File: src/pkg/sltdc_pkg.sv
/*
 * Constants shared by the sink link training and deep colour pacing block:
 * register offsets, field positions, reset values, pattern codes and counts.
 * Assumes a single 20 MHz system clock samples every link-side signal.
 */
package sltdc_pkg;

   // Register byte offsets on the plain register port.
   localparam logic [7:0]  ADDR_CTRL       = 8'h00;
   localparam logic [7:0]  ADDR_STATUS     = 8'h04;
   localparam logic [7:0]  ADDR_PATTERN    = 8'h08;

   // Control register fields.
   localparam int          CTRL_FRL_BIT    = 0;
   localparam int          CTRL_DEPTH_LSB  = 1;
   localparam int          CTRL_RETRAIN_BIT = 3;
   localparam logic [2:0]  CTRL_RESET_VAL  = 3'h0;

   // Colour depth encodings held in the control register.
   localparam logic [1:0]  DEPTH_8         = 2'h0;
   localparam logic [1:0]  DEPTH_10        = 2'h1;
   localparam logic [1:0]  DEPTH_12        = 2'h2;
   localparam logic [1:0]  DEPTH_16        = 2'h3;

   // Pacing cadence: valid beats out of cadence length per depth.
   localparam logic [2:0]  CAD_LEN_8       = 3'h1;
   localparam logic [2:0]  CAD_NUM_8       = 3'h1;
   localparam logic [2:0]  CAD_LEN_10      = 3'h5;
   localparam logic [2:0]  CAD_NUM_10      = 3'h4;
   localparam logic [2:0]  CAD_LEN_12      = 3'h3;
   localparam logic [2:0]  CAD_NUM_12      = 3'h2;
   localparam logic [2:0]  CAD_LEN_16      = 3'h2;
   localparam logic [2:0]  CAD_NUM_16      = 3'h1;

   // Training pattern codes sent back to the source.
   localparam logic [15:0] PATTERN_REQUEST = 16'h5678;
   localparam logic [15:0] PATTERN_PASSED  = 16'h0000;

   // Training sequence lengths and the restart character value.
   localparam int          SR_CHARS        = 4;
   localparam int          DATA_CHARS      = 4096;
   localparam logic [9:0]  SR_SYMBOL_VAL   = 10'h155;

   // Lane counts per operating mode.
   localparam int          LANES_TMDS      = 3;
   localparam int          LANES_FRL       = 4;

   typedef enum logic [1:0] {
      TRN_REQUEST,
      TRN_LOCK,
      TRN_QUALIFY,
      TRN_PASSED
   } sltdc_trn_t;

endpackage

File: src/core/sltdc_sink.sv
/*
 * Sink link training and deep colour pacing: lane capture, decode strobe,
 * training state machine and pixel valid pacing onto the video clock.
 * Assumes every link-side clock and level is a pin sampled by CLOCK, and
 * that the link clocks run well below half the CLOCK rate.
 */
`timescale 1ns/1ps
module sltdc_sink
   import sltdc_pkg::*;
#(
   parameter int         SYM_W      = 10,
   parameter int         SR_NUM     = SR_CHARS,
   parameter int         DATA_NUM   = DATA_CHARS,
   parameter logic [9:0] SR_SYMBOL  = SR_SYMBOL_VAL
) (
   input  wire logic                  CLOCK,
   input  wire logic                  RESET,
   input  wire logic                  CLOCK_EN,
   input  wire logic [7:0]            ADDRESS,
   input  wire logic [31:0]           WRITE_DATA,
   input  wire logic                  WRITE_STROBE,
   input  wire logic                  READ_STROBE,
   output logic      [31:0]           READ_DATA,
   input  wire logic [2:0]            RECOVERED_CLK,
   input  wire logic                  LINK_SPEED_CLK,
   input  wire logic                  VIDEO_CLK,
   input  wire logic [4*SYM_W-1:0]    LANE_DATA,
   input  wire logic [3:0]            ALIGN_LOCK,
   input  wire logic [3:0]            DESKEW_LOCK,
   output logic                       CDR_REF_SEL,
   output logic      [15:0]           PATTERN_CODE,
   output logic                       TRAIN_PASSED,
   output logic      [3*SYM_W-1:0]    PIX_DATA,
   output logic                       PIX_VALID
);

   localparam int LANES = LANES_FRL;

   logic [12:0]      ctl_s1_reg, ctl_s2_reg, ctl_s3_reg;
   logic [SYM_W-1:0] lane_s1_reg [LANES];
   logic [SYM_W-1:0] lane_s2_reg [LANES];
   logic [SYM_W-1:0] lane_sym_reg [LANES];
   logic [2:0]       recov_edge;
   logic             ls_edge, vid_edge, dec_stb;
   logic [3:0]       lane_stb, lane_mask, lane_lock, sr_hit;
   logic             all_locked, sr_all;
   logic             frl_reg;
   logic [1:0]       depth_reg;
   logic             retrain;
   sltdc_trn_t       trn_reg, trn_next;
   logic [2:0]       sr_cnt_reg;
   logic [12:0]      data_cnt_reg;
   logic [3*SYM_W-1:0] pix_hold_reg;
   logic             pending_reg, consume, allowed;
   logic [2:0]       cad_reg, cad_len, cad_num;

   ////////////////////////////////////////////////////////////////////////////
   // Pin synchronisers and edge detection.

   always_ff @(posedge CLOCK) begin
      if (RESET) begin
         ctl_s1_reg <= 13'h0000;
         ctl_s2_reg <= 13'h0000;
         ctl_s3_reg <= 13'h0000;
      end else if (CLOCK_EN) begin
         ctl_s1_reg <= {DESKEW_LOCK, ALIGN_LOCK, VIDEO_CLK, LINK_SPEED_CLK, RECOVERED_CLK};
         ctl_s2_reg <= ctl_s1_reg;
         ctl_s3_reg <= ctl_s2_reg;
      end
   end

   always_ff @(posedge CLOCK) begin
      if (RESET) begin
         for (int i = 0; i < LANES; i++) begin
            lane_s1_reg[i] <= '0;
            lane_s2_reg[i] <= '0;
         end
      end else if (CLOCK_EN) begin
         for (int i = 0; i < LANES; i++) begin
            lane_s1_reg[i] <= LANE_DATA[i*SYM_W +: SYM_W];
            lane_s2_reg[i] <= lane_s1_reg[i];
         end
      end
   end

   assign recov_edge = ctl_s2_reg[2:0] & ~ctl_s3_reg[2:0];
   assign ls_edge    = ctl_s2_reg[3] & ~ctl_s3_reg[3];
   assign vid_edge   = ctl_s2_reg[4] & ~ctl_s3_reg[4];
   assign lane_lock  = ctl_s2_reg[8:5] & ctl_s2_reg[12:9];

   ////////////////////////////////////////////////////////////////////////////
   // Register port.

   assign retrain = WRITE_STROBE && ADDRESS == ADDR_CTRL && WRITE_DATA[CTRL_RETRAIN_BIT];

   always_ff @(posedge CLOCK) begin
      if (RESET) begin
         frl_reg     <= CTRL_RESET_VAL[CTRL_FRL_BIT];
         depth_reg   <= CTRL_RESET_VAL[CTRL_DEPTH_LSB +: 2];
         CDR_REF_SEL <= CTRL_RESET_VAL[CTRL_FRL_BIT];
      end else if (CLOCK_EN && WRITE_STROBE && ADDRESS == ADDR_CTRL) begin
         frl_reg     <= WRITE_DATA[CTRL_FRL_BIT];
         depth_reg   <= WRITE_DATA[CTRL_DEPTH_LSB +: 2];
         CDR_REF_SEL <= WRITE_DATA[CTRL_FRL_BIT];
      end
   end

   always_ff @(posedge CLOCK) begin
      if (RESET) begin
         READ_DATA <= 32'h00000000;
      end else if (CLOCK_EN) begin
         READ_DATA <= 32'h00000000;
         if (READ_STROBE) begin
            case (ADDRESS)
               ADDR_CTRL:    READ_DATA <= {29'h0, depth_reg, frl_reg};
               ADDR_STATUS:  READ_DATA <= {24'h0, lane_lock, all_locked,
                                           trn_reg == TRN_QUALIFY, trn_reg == TRN_LOCK,
                                           TRAIN_PASSED};
               ADDR_PATTERN: READ_DATA <= {16'h0, PATTERN_CODE};
               default:      READ_DATA <= 32'h00000000;
            endcase
         end
      end
   end

   ////////////////////////////////////////////////////////////////////////////
   // Lane capture and decode strobe.

   assign lane_mask = frl_reg ? 4'hF : 4'h7;

   always_comb begin
      for (int i = 0; i < LANES; i++) begin
         if (frl_reg) begin
            lane_stb[i] = (i < LANES_TMDS) ? recov_edge[i] : recov_edge[0];
         end else begin
            lane_stb[i] = ls_edge;
         end
         sr_hit[i] = (lane_sym_reg[i] == SR_SYMBOL[SYM_W-1:0]) || !lane_mask[i];
      end
   end

   always_ff @(posedge CLOCK) begin
      if (RESET) begin
         for (int i = 0; i < LANES; i++) begin
            lane_sym_reg[i] <= '0;
         end
      end else if (CLOCK_EN) begin
         for (int i = 0; i < LANES; i++) begin
            if (lane_stb[i]) begin
               lane_sym_reg[i] <= lane_s2_reg[i];
            end
         end
      end
   end

   assign dec_stb    = frl_reg ? recov_edge[0] : ls_edge;
   assign all_locked = &(lane_lock | ~lane_mask);
   assign sr_all     = &sr_hit;

   ////////////////////////////////////////////////////////////////////////////
   // Training state machine.

   always_comb begin
      trn_next = trn_reg;
      case (trn_reg)
         TRN_REQUEST: begin
            if (dec_stb && sr_all && sr_cnt_reg == 3'(SR_NUM - 1)) begin
               trn_next = TRN_LOCK;
            end
         end
         TRN_LOCK:    if (all_locked) trn_next = TRN_QUALIFY;
         TRN_QUALIFY: begin
            if (!all_locked) begin
               trn_next = TRN_REQUEST;
            end else if (dec_stb && data_cnt_reg == 13'(DATA_NUM - 1)) begin
               trn_next = TRN_PASSED;
            end
         end
         TRN_PASSED:  trn_next = TRN_PASSED;
         default:     trn_next = TRN_REQUEST;
      endcase
      if (retrain) begin
         trn_next = TRN_REQUEST;
      end
   end

   always_ff @(posedge CLOCK) begin
      if (RESET) begin
         trn_reg      <= TRN_REQUEST;
         sr_cnt_reg   <= 3'h0;
         data_cnt_reg <= 13'h0000;
      end else if (CLOCK_EN) begin
         trn_reg <= trn_next;
         if (trn_reg != TRN_REQUEST || (dec_stb && !sr_all)) begin
            sr_cnt_reg <= 3'h0;
         end else if (dec_stb) begin
            sr_cnt_reg <= sr_cnt_reg + 3'h1;
         end
         // Count data characters of the pattern.
         if (trn_reg != TRN_QUALIFY) begin
            data_cnt_reg <= 13'h0000;
         end else if (dec_stb) begin
            data_cnt_reg <= data_cnt_reg + 13'h0001;
         end
      end
   end

   always_ff @(posedge CLOCK) begin
      if (RESET) begin
         PATTERN_CODE <= PATTERN_REQUEST;
         TRAIN_PASSED <= 1'b0;
      end else if (CLOCK_EN) begin
         PATTERN_CODE <= (trn_reg == TRN_PASSED) ? PATTERN_PASSED : PATTERN_REQUEST;
         TRAIN_PASSED <= trn_reg == TRN_PASSED;
      end
   end

   ////////////////////////////////////////////////////////////////////////////
   // Pixel resampling and valid pacing.

   always_comb begin
      case (depth_reg)
         DEPTH_10: begin cad_len = CAD_LEN_10; cad_num = CAD_NUM_10; end
         DEPTH_12: begin cad_len = CAD_LEN_12; cad_num = CAD_NUM_12; end
         DEPTH_16: begin cad_len = CAD_LEN_16; cad_num = CAD_NUM_16; end
         default:  begin cad_len = CAD_LEN_8;  cad_num = CAD_NUM_8;  end
      endcase
   end

   assign allowed = !frl_reg || cad_reg < cad_num;
   assign consume = vid_edge && pending_reg && allowed;

   always_ff @(posedge CLOCK) begin
      if (RESET) begin
         cad_reg      <= 3'h0;
         pending_reg  <= 1'b0;
         pix_hold_reg <= '0;
      end else if (CLOCK_EN) begin
         // In FRL mode an idle beat restarts the cadence, so the next word to wait is taken on the following beat.
         if (vid_edge && frl_reg && !pending_reg) begin
            cad_reg <= 3'h0;
         end else if (vid_edge) begin
            cad_reg <= (cad_reg >= cad_len - 3'h1) ? 3'h0 : cad_reg + 3'h1;
         end
         if (dec_stb) begin
            pix_hold_reg <= {lane_s2_reg[2], lane_s2_reg[1], lane_s2_reg[0]};
         end
         // A new word wins over the consume in the same cycle.
         pending_reg <= dec_stb || (pending_reg && !consume);
      end
   end

   always_ff @(posedge CLOCK) begin
      if (RESET) begin
         PIX_VALID <= 1'b0;
         PIX_DATA  <= '0;
      end else if (CLOCK_EN && vid_edge) begin
         PIX_VALID <= pending_reg && allowed;
         if (consume) begin
            PIX_DATA <= pix_hold_reg;
         end
      end
   end
endmodule // sltdc_sink

File: config.mk
export PLATFORM = sky130hd
export DESIGN_NAME = sltdc_sink
export DESIGN_NICKNAME = d
export VERILOG_FILES = /design/src/pkg/sltdc_pkg.sv /design/src/core/sltdc_sink.sv
export SDC_FILE = /design/constraint.sdc
export NUM_CORES = 1
export LEC_CHECK = 0
export BUFFER_PORTS_ARGS = -buffer_cell sky130_fd_sc_hd__buf_2
export CORE_MARGIN = 2
export CORE_UTILIZATION = 30
export CTS_CLUSTER_DIAMETER = 200
export DETAILED_ROUTE_END_ITERATION = 8
export GPL_ROUTABILITY_DRIVEN = 0
export HOLD_SLACK_MARGIN = 0.12
export SYNTH_ARGS = -nofsm -noshare
export SYNTH_HDL_FRONTEND = slang
export SYNTH_SLANG_ARGS = --single-unit
export TNS_END_PERCENT = 1
File: constraint.sdc
create_clock -name CLOCK -period 3.9 [get_ports CLOCK]
set_clock_uncertainty 0.05 [all_clocks]
set_input_delay 0.585 -clock CLOCK [delete_from_list [all_inputs] [get_ports CLOCK]]
set_output_delay 0.585 -clock CLOCK [all_outputs]
set_load 0.02 [all_outputs]
==> metrics.md, run 1 <==
| Metric | Value |
|---|---|
| Setup violators final | `0` |
| Post-CTS sizing | `0` |
| Layout overhead on the synthesized area | `18.2%` |
| Fin cells | `1435` |
| CP max stage cell | `inv_1` |
| Status | `complete, no violations` |
| Register area share after synthesis | `60.7%` |
| Relative slew slack | `32.9%` |
| Clk Tree Root Cell | `clkbuf_16` |
| Post-Synth XOR/XNOR Area | `0.345%` |
| M1 WL | `9740 um` |
| Post-synth EDFFs | `120` |
| Async set or reset register ratio after synthesis | `0%` |
| Post-route DRC | `0` |
| Vias | `6122` |
| Synth Area in Simple Gates | `19.0%` |
| IR drop worst, VDD | `258 uV` |
| Die area | `35400 um2` |
| Placed Instances | `1384` |
| Crit path launch type | `flop` |
| Post-CTS setup buffers | `0` |
| Routed Antenna Nets | `0` |
| Hold Path Cell Cnt | `3` |
| WP buf/inv | `1` |
| Clock sink count | `248` |
| Clock-pin slew on the worst setup and hold paths | `60 ps` |
| Period utilization | `71.3%` |
| Post-Syn Area | `10200 um2` |
| Num CTS Buffers | `27` |
| Worst setup path class | `reg -> reg` |
| Worst path cell trace | `nor3b_2 -> or2_2 -> a21oi_2 -> inv_1` |
| Primary FF master, synth | `dfxtp_1` |
| WHS Endpoint | `ctl_s1_reg[1]` |
| Pwr per Cell Area | `469 nW/um2` |
| 1st-iter DRT viols | `353` |
| Starting Density | `30.4%` |
| Setup ws final | `1120 ps` |
| Dpl hpwl | `13600 um` |
| Site row count | `67` |
| Final hold violation count | `0` |
| Core Util, Final | `35.9%` |
| Tot GR Track Use | `10.9%` |
| Share of cells above drive strength 1 | `19.7%` |
| Adder-Cell Fraction of Synth Area | `1.72%` |
| Min-delay src | `RECOVERED_CLK[1]` |
| RSZ-0062 raised after global routing | `false` |
| Worst skew pair latency | `520 ps` |
| Slew @ Worst Pin | `991 ps` |
| Drt wl/cell | `13.6 um` |
| Synthesized flop and latch total | `248` |
| Crit path largest cell delay | `650 ps` |
| I/O pins | `179` |
| Critical-path maximum fanout | `23` |
| Dpl ws | `1120 ps` |
| TritonCTS clock tree | `built` |
| Post-synth cell types | `55` |
| Worst endpoint data arrival time | `2870 ps` |
| Die W | `188 um` |
| Area after DPL | `11100 um2` |
| Maximum clock frequency | `360 MHz` |
| Synth warn | `0` |
| Slew Viols, Final | `0` |
| Cells on worst reg2reg path | `4` |
| Initial antenna violation count | `1` |
| Compound-Gate Fraction of Synth Area | `6.57%` |
| CTS max path bufs | `3` |
| Setup TNS | `0 ps` |
| Top Metal Used | `met4` |
| Floorplan core area | `33400 um2` |
| Vias in the first global route | `5832` |
| Avg Inst Size Synth | `11.9 um2` |
| Die Ht | `188 um` |
| Maxcap violations | `0` |
| R2r setup slk | `1120 ps` |
| RR Endpoint | `lane_sym_reg[3][9]` |
| Global-route wire length before repair | `31200 um` |
| Total grt overflow | `0` |
| Crit end category | `flop` |
| Minimum clock period | `2780 ps` |
| Hold Buf Count CTS | `0` |
| Design area | `12000 um2` |
| Port Buffers | `122` |
| Largest family of logic cells by synthesized area | `simple AND/OR/NAND/NOR gates` |
| DRT Pass-1 Iters | `4` |
| Mux contribution to synthesized area | `6.50%` |
| # nets final | `1077` |
| Met2 WL post-DR | `8460 um` |
| H-tree depth | `1` |
| Largest net degree at the start of global routing | `53` |
| Fillers | `3283` |
| Critical Path RT | `3990 ps` |
| Met3 WL | `968 um` |
| Synth Instances | `856` |
| Tightest Hold Check Type | `in -> reg` |
| Launching point of the worst reg2reg path | `frl_reg` |
| DR vias/cell | `4.27` |
| Cell family contributing the most delay on the critical path | `simple AND/OR/NAND/NOR gates` |
| Post-Route WL | `19500 um` |
| Static leakage | `4.86 nW` |
## tightest hold or removal path, delay by kind of cell
family                 cells  cell delay (ps)
AND/OR/NAND/NOR            1               70
multiplexers               1               50
buffers and inverters      1               70
## metal layers
layer	track usage [%]	vias to the layer above
met3	1.78	31
met1	15.9	2811
met2	16.5	131
met4	3.42	0
met5	0	-
li1	-	3149
## where the power goes
| part | switching, mW | internal [mW] | leakage, nW | total, mW |
|---|---|---|---|---|
| Clock | 1.00 | 1.54 | 0.455 | 2.54 |
| Sequential | 0.0352 | 2.83 | 2.32 | 2.86 |
| Combinational | 0.140 | 0.0868 | 2.08 | 0.227 |
| Total | 1.18 | 4.46 | 4.86 | 5.63 |
## cell type report
class	count	area, um2	area share, %
Clock inverter	8	73.8	0.614
Sequential cell	248	6170	51.3
Antenna cell	1	2.50	0.0208
Timing Repair Buffer	135	733	6.10
Tap cell	448	561	4.66
Inverter	14	52.6	0.437
Multi-Input combinational cell	539	3600	29.9
Clock buffer	42	836	6.95
## stage by stage
| step | power (mW) | hold WS, ps |
|---|---|---|
| final | 5.63 | 247 |
| after global routing | 5.84 | 238 |
| after CTS | 5.71 | 225 |
| after detailed placement | 3.15 | 392 |
| after global placement | 3.15 | 385 |
| after floorplan | 3.08 | 377 |
## cells in the mapped netlist (3+ instances only)
| cell type | n | area (um2) |
|---|---|---|
| a211oi_1 | 3 | 22.5 |
| a21o_1 | 14 | 105 |
| a21oi_1 | 17 | 85.1 |
| a22o_1 | 21 | 184 |
| a31oi_1 | 5 | 31.3 |
| and2_1 | 102 | 638 |
| and3_1 | 21 | 131 |
| buf_2 | 9 | 45.0 |
| buf_4 | 41 | 308 |
| clkbuf_1 | 31 | 116 |
| dfxtp_1 | 128 | 2560 |
| edfxtp_1 | 120 | 3600 |
| ha_1 | 14 | 175 |
| inv_1 | 14 | 52.6 |
| mux2i_1 | 66 | 661 |
| nand2_1 | 30 | 113 |
| nand2b_1 | 67 | 419 |
| nand3_1 | 9 | 45.0 |
| nand4_1 | 5 | 31.3 |
| nand4b_1 | 3 | 26.3 |
| nor2_1 | 54 | 203 |
| nor3_1 | 7 | 35.0 |
| nor4bb_1 | 9 | 90.1 |
| o21ai_0 | 13 | 65.1 |
| o21ai_1 | 4 | 20.0 |
| or3_1 | 11 | 68.8 |
| xnor2_1 | 4 | 35.0 |
## kinds of logic (layout without fill, tap and decap cells)
kind of cell	Yosys count	after routing
AO/OA/AOI/OAI	94	94
XOR/XNOR	4	4
adder cells (fa/ha/maj)	14	14
buffers and inverters	96	199
flip-flops	248	248
multiplexers	66	66
other	1	29
AND/OR/NAND/NOR	333	333
## cells in the final DEF, fill, tap and decap left out, types with 9 or more instances in the layout
| cell | netlist | routed |
|---|---|---|
| dfxtp_1 | 128 | 128 |
| inv_1 | 14 | 13 |
| a21oi_1 | 17 | 17 |
| nand2b_1 | 67 | 67 |
| clkbuf_16 | 0 | 29 |
| and2_1 | 102 | 102 |
| ha_1 | 14 | 14 |
| mux2i_1 | 66 | 66 |
| nor4bb_1 | 9 | 9 |
| buf_2 | 9 | 122 |
| o21ai_0 | 13 | 13 |
| conb_1 | 1 | 28 |
| nor2_1 | 54 | 53 |
| nand3_1 | 9 | 9 |
| buf_4 | 41 | 11 |
| or3_1 | 11 | 11 |
| a22o_1 | 21 | 21 |
| a21o_1 | 14 | 14 |
| nand2_1 | 30 | 30 |
| edfxtp_1 | 120 | 120 |
| and3_1 | 21 | 21 |
## worst max path at each step
stage / from / to / slack (ps) / depth (start not counted)
after global placement: frl_reg / lane_sym_reg[0][4] / 1170 / 4
after global routing: frl_reg / lane_sym_reg[3][9] / 940 / 4
final: frl_reg / lane_sym_reg[3][9] / 1120 / 4
after CTS: frl_reg / lane_sym_reg[3][5] / 1090 / 4
after detailed placement: frl_reg / lane_sym_reg[0][8] / 1120 / 4
after floorplan: RESET / lane_s1_reg[0][0] / 560 / 4
No activity file was read; power rests on OpenSTA's default activity.
==> inputs of run 2 (changes only) <==
--- a/config.mk
+++ b/config.mk
@@ -5,6 +5,7 @@
 export SDC_FILE = /design/constraint.sdc
 export NUM_CORES = 1
 export LEC_CHECK = 0
+export ABC_AREA = 1
 export BUFFER_PORTS_ARGS = -buffer_cell sky130_fd_sc_hd__buf_2
 export CORE_MARGIN = 2
 export CORE_UTILIZATION = 30
==> constraint.sdc (replaced) <==
create_clock -name CLOCK -period 2.59 [get_ports CLOCK]
set_clock_uncertainty 0.05 [all_clocks]
set_input_delay 0.3885 -clock CLOCK [delete_from_list [all_inputs] [get_ports CLOCK]]
set_output_delay 0.3885 -clock CLOCK [all_outputs]
set_load 0.02 [all_outputs]
==> metrics.md, run 2 <==
| Metric | Value |
|---|---|
| Post-Syn Area | `10100 um2 (-0.42%)` |
| Share of cells above drive strength 1 | `16.3% (-3.4 points)` |
| Static leakage | `5.23 nW (+7.6%)` |
| Synth Instances | `1102 (+29%)` |
| Ant diodes | `0 (-1)` |
| Post-synth EDFFs | `120 (unchanged)` |
| Status | `complete, no violations` |
| Die area | `35200 um2 (-0.41%)` |
| Initial antenna violation count | `0 (-1)` |
| Minimum clock period | `2200 ps (-584 ps)` |
| I/O pins | `179 (unchanged)` |
| Largest family of logic cells by synthesized area | `simple AND/OR/NAND/NOR gates` |
| Dpl hpwl | `14300 um (+5.1%)` |
| Setup TNS | `0 ps (unchanged)` |
| Relative slew slack | `44.5% (+12 points)` |
| Register area share after synthesis | `60.9% (+0.25 points)` |
| WP buf/inv | `3 (+2)` |
| Starting Density | `30.3% (-0.051 points)` |
| Slew Viols, Final | `0 (unchanged)` |
| CTS max path bufs | `3 (unchanged)` |
| Yosys top cell by area | `edfxtp_1` |
| Vias | `7006 (+14%)` |
| Port Buffers | `122 (unchanged)` |
| Critical-path maximum fanout | `36 (+57%)` |
| Setup ws final | `392 ps (-726 ps)` |
| Synthesized flop and latch total | `248 (unchanged)` |
| Top cell type's share of synthesized area | `35.6% (+0.15 points)` |
| Gate power share | `5.1% (+1.1 points)` |
| H-tree depth | `1 (unchanged)` |
| Post-synth cell types | `40 (-27%)` |
| Worst endpoint data arrival time | `2610 ps (-260 ps)` |
| TritonCTS clock tree | `built` |
| Avg Inst Size Synth | `9.19 um2 (-23%)` |
| Dpl ws | `389 ps (-731 ps)` |
| Tot GR Track Use | `11.6% (+0.70 points)` |
| # nets final | `1372 (+27%)` |
| Site row count | `67 (unchanged)` |
| Vias in the first global route | `6751 (+16%)` |
| Compound-Gate Fraction of Synth Area | `8.47% (+1.9 points)` |
| Cell family contributing the most delay on the critical path | `buffers and inverters` |
| Sequential power share | `51.5% (+0.6 points)` |
| DRT Pass-1 Iters | `4 (unchanged)` |
| Worst skew pair latency | `540 ps (+20 ps)` |
| Commonest cells in the netlist | `216 x nor2_1, 210 x inv_1, 128 x dfxtp_1, 120 x edfxtp_1, 110 x nand2_1` |
| Num CTS Buffers | `26 (-3.7%)` |
| Floorplan core area | `33400 um2 (-0.25%)` |
| Die W | `188 um (-0.21%)` |
| Crit path launch type | `flop` |
| Commonest non-fill, non-tap cell in the layout | `nor2_1` |
| Total grt overflow | `0 (unchanged)` |
| Pwr per Cell Area | `673 nW/um2 (+44%)` |
| RSZ-0062 raised after global routing | `false` |
| Global-route wire length before repair | `33900 um (+8.6%)` |
| Crit end category | `flop` |
| Maxcap violations | `0 (unchanged)` |
| Post-CTS setup buffers | `0 (unchanged)` |
| Largest net degree at the start of global routing | `102 (+92%)` |
| Async set or reset register ratio after synthesis | `0% (unchanged)` |
| Drt wl/cell | `11.8 um (-13%)` |
| IR drop worst, VDD | `472 uV (+83%)` |
| Final hold violation count | `0 (unchanged)` |
| Synth warn | `0 (unchanged)` |
| Clk pwr share | `43.4% (-1.7 points)` |
| Worst path cell trace | `inv_1 -> ha_1 -> inv_1 -> ha_1 -> a21oi_1 -> nand2_1 -> nand2_1 -> nand3_2 -> inv_2 -> o21ai_0 -> a21oi_1` |
| Period utilization | `84.9% (+14 points)` |
| Mux contribution to synthesized area | `0% (-6.5 points)` |
| Internal power | `6.53 mW (+47%)` |
| Routed Antenna Nets | `0 (unchanged)` |
| Most frequent cell after synthesis | `nor2_1` |
| Post-Route WL | `20400 um (+4.4%)` |
| Commonest cells after routing, fill and taps aside | `216 x nor2_1, 209 x inv_1, 128 x dfxtp_1` |
| Sw frac | `21.7% (+0.78 points)` |
| Layout overhead on the synthesized area | `22.3%` |
| Clock-pin slew on the worst setup and hold paths | `60 ps (about the same)` |
| DR vias/cell | `4.05 (-5.0%)` |
| Clk Tree Root Cell | `clkbuf_16` |
| CP max stage cell | `inv_2` |
| Top post-synthesis cells by area | `edfxtp_1 36%, dfxtp_1 25%, nor2_1 8.0%, inv_1 7.8%, o21ai_0 4.3%` |
| Post-route DRC | `0 (unchanged)` |
| NetSw | `1.81 mW (+54%)` |
| Crit path largest cell delay | `410 ps (-240 ps)` |
| Post-Synth XOR/XNOR Area | `0.346% (+0.0014 points)` |
| 1st-iter DRT viols | `317 (-10%)` |
| Worst setup path class | `reg -> reg` |
| Maximum clock frequency | `455 MHz (+27%)` |
| Primary FF master, synth | `dfxtp_1` |
| Tightest Hold Check Type | `in -> reg` |
| Slew @ Worst Pin | `828 ps (-163 ps)` |
| Clock sink count | `248 (unchanged)` |
| Hold Buf Count CTS | `42 (+42)` |
| Die Ht | `188 um (-0.21%)` |
| Synth Area in Simple Gates | `16.3% (-2.7 points)` |
| Setup violators final | `0 (unchanged)` |
| Critical Path RT | `3000 ps (-990 ps)` |
| Post-CTS sizing | `0 (unchanged)` |
| Adder-Cell Fraction of Synth Area | `1.73% (+0.0072 points)` |
-- run 2: cell count changes in the layout (fill, tap and decap cells not counted), sizes merged, moves of 16 or more --
| cell | delta |
|---|---|
| dlygate4sd3 | +42 |
| nand2b | -67 |
| a22o | -21 |
| nand2 | +83 |
| inv | +199 |
| and3 | -21 |
| nor2 | +166 |
| and2 | -103 |
| o21ai | +71 |
| mux2i | -66 |
| o22ai | +16 |
| nand3 | +26 |
-- run 2: path summary, 6_finish.rpt --
check                                      start                end  slack (ps)  cells past startpoint
worst max-delay path                depth_reg[1]       PIX_DATA[26]         390                     11
worst min-delay path               LANE_DATA[20]  lane_s1_reg[2][0]         130                      3
worst max register to register      depth_reg[1]       PIX_DATA[26]         390                     11
worst min register to register  pix_hold_reg[24]       PIX_DATA[24]         410                      2
-- run 2: worst min-delay path: stages --
cell    delay (ps)
buf_2           70
inv_1           40
nor2_1          90
-- run 2: final cells by class --
cell class,instances,area [um2]
fill,3421,21000
sequential,248,6170
multi-input combinational,593,2820
timing repair buffer,176,1170
inverter,215,808
clock buffer,39,796
tap,448,561
clock inverter,9,60.1
-- run 2: power groups by stage --
stage / sequential, mW / combinational [mW] / clock [mW]
4_1_cts: 4.30 / 0.426 / 3.73
3_5_place_dp: 4.38 / 0.377 / 0
6_report: 4.30 / 0.421 / 3.62
5_1_grt: 4.31 / 0.481 / 3.88
2_1_floorplan: 4.37 / 0.275 / 0
3_3_place_gp: 4.38 / 0.376 / 0
-- run 2: metal layers --
metal	vias to the layer above	wire length, um	track usage, %
li1	3743	-	-
met3	40	719	1.72
met2	139	8460	17.4
met4	0	520	3.85
met5	-	0	0
met1	3084	10700	17.1
-- run 2: cell families (layout without fill, tap and decap cells) --
family          Yosys count  count (layout)
fa+ha+maj                14              14
buf+inv                 288             439
simple gates            394             394
compound gates          153             153
flops                   248             248
other cells               1              28
xor+xnor                  4               4
-- run 2: through the flow --
step           power, mW  cell area [um2]  util [%]  cells  hold slack [ps]
2_1_floorplan       4.65            10200         -   1129              378
3_3_place_gp        4.75            11100      33.3   1638              389
3_5_place_dp        4.76            11100      33.3   1638              395
4_1_cts             8.46            12400      37.1   1728              120
5_1_grt             8.67            12400      37.1   1728              139
6_report            8.34            12400      37.1   1728              129
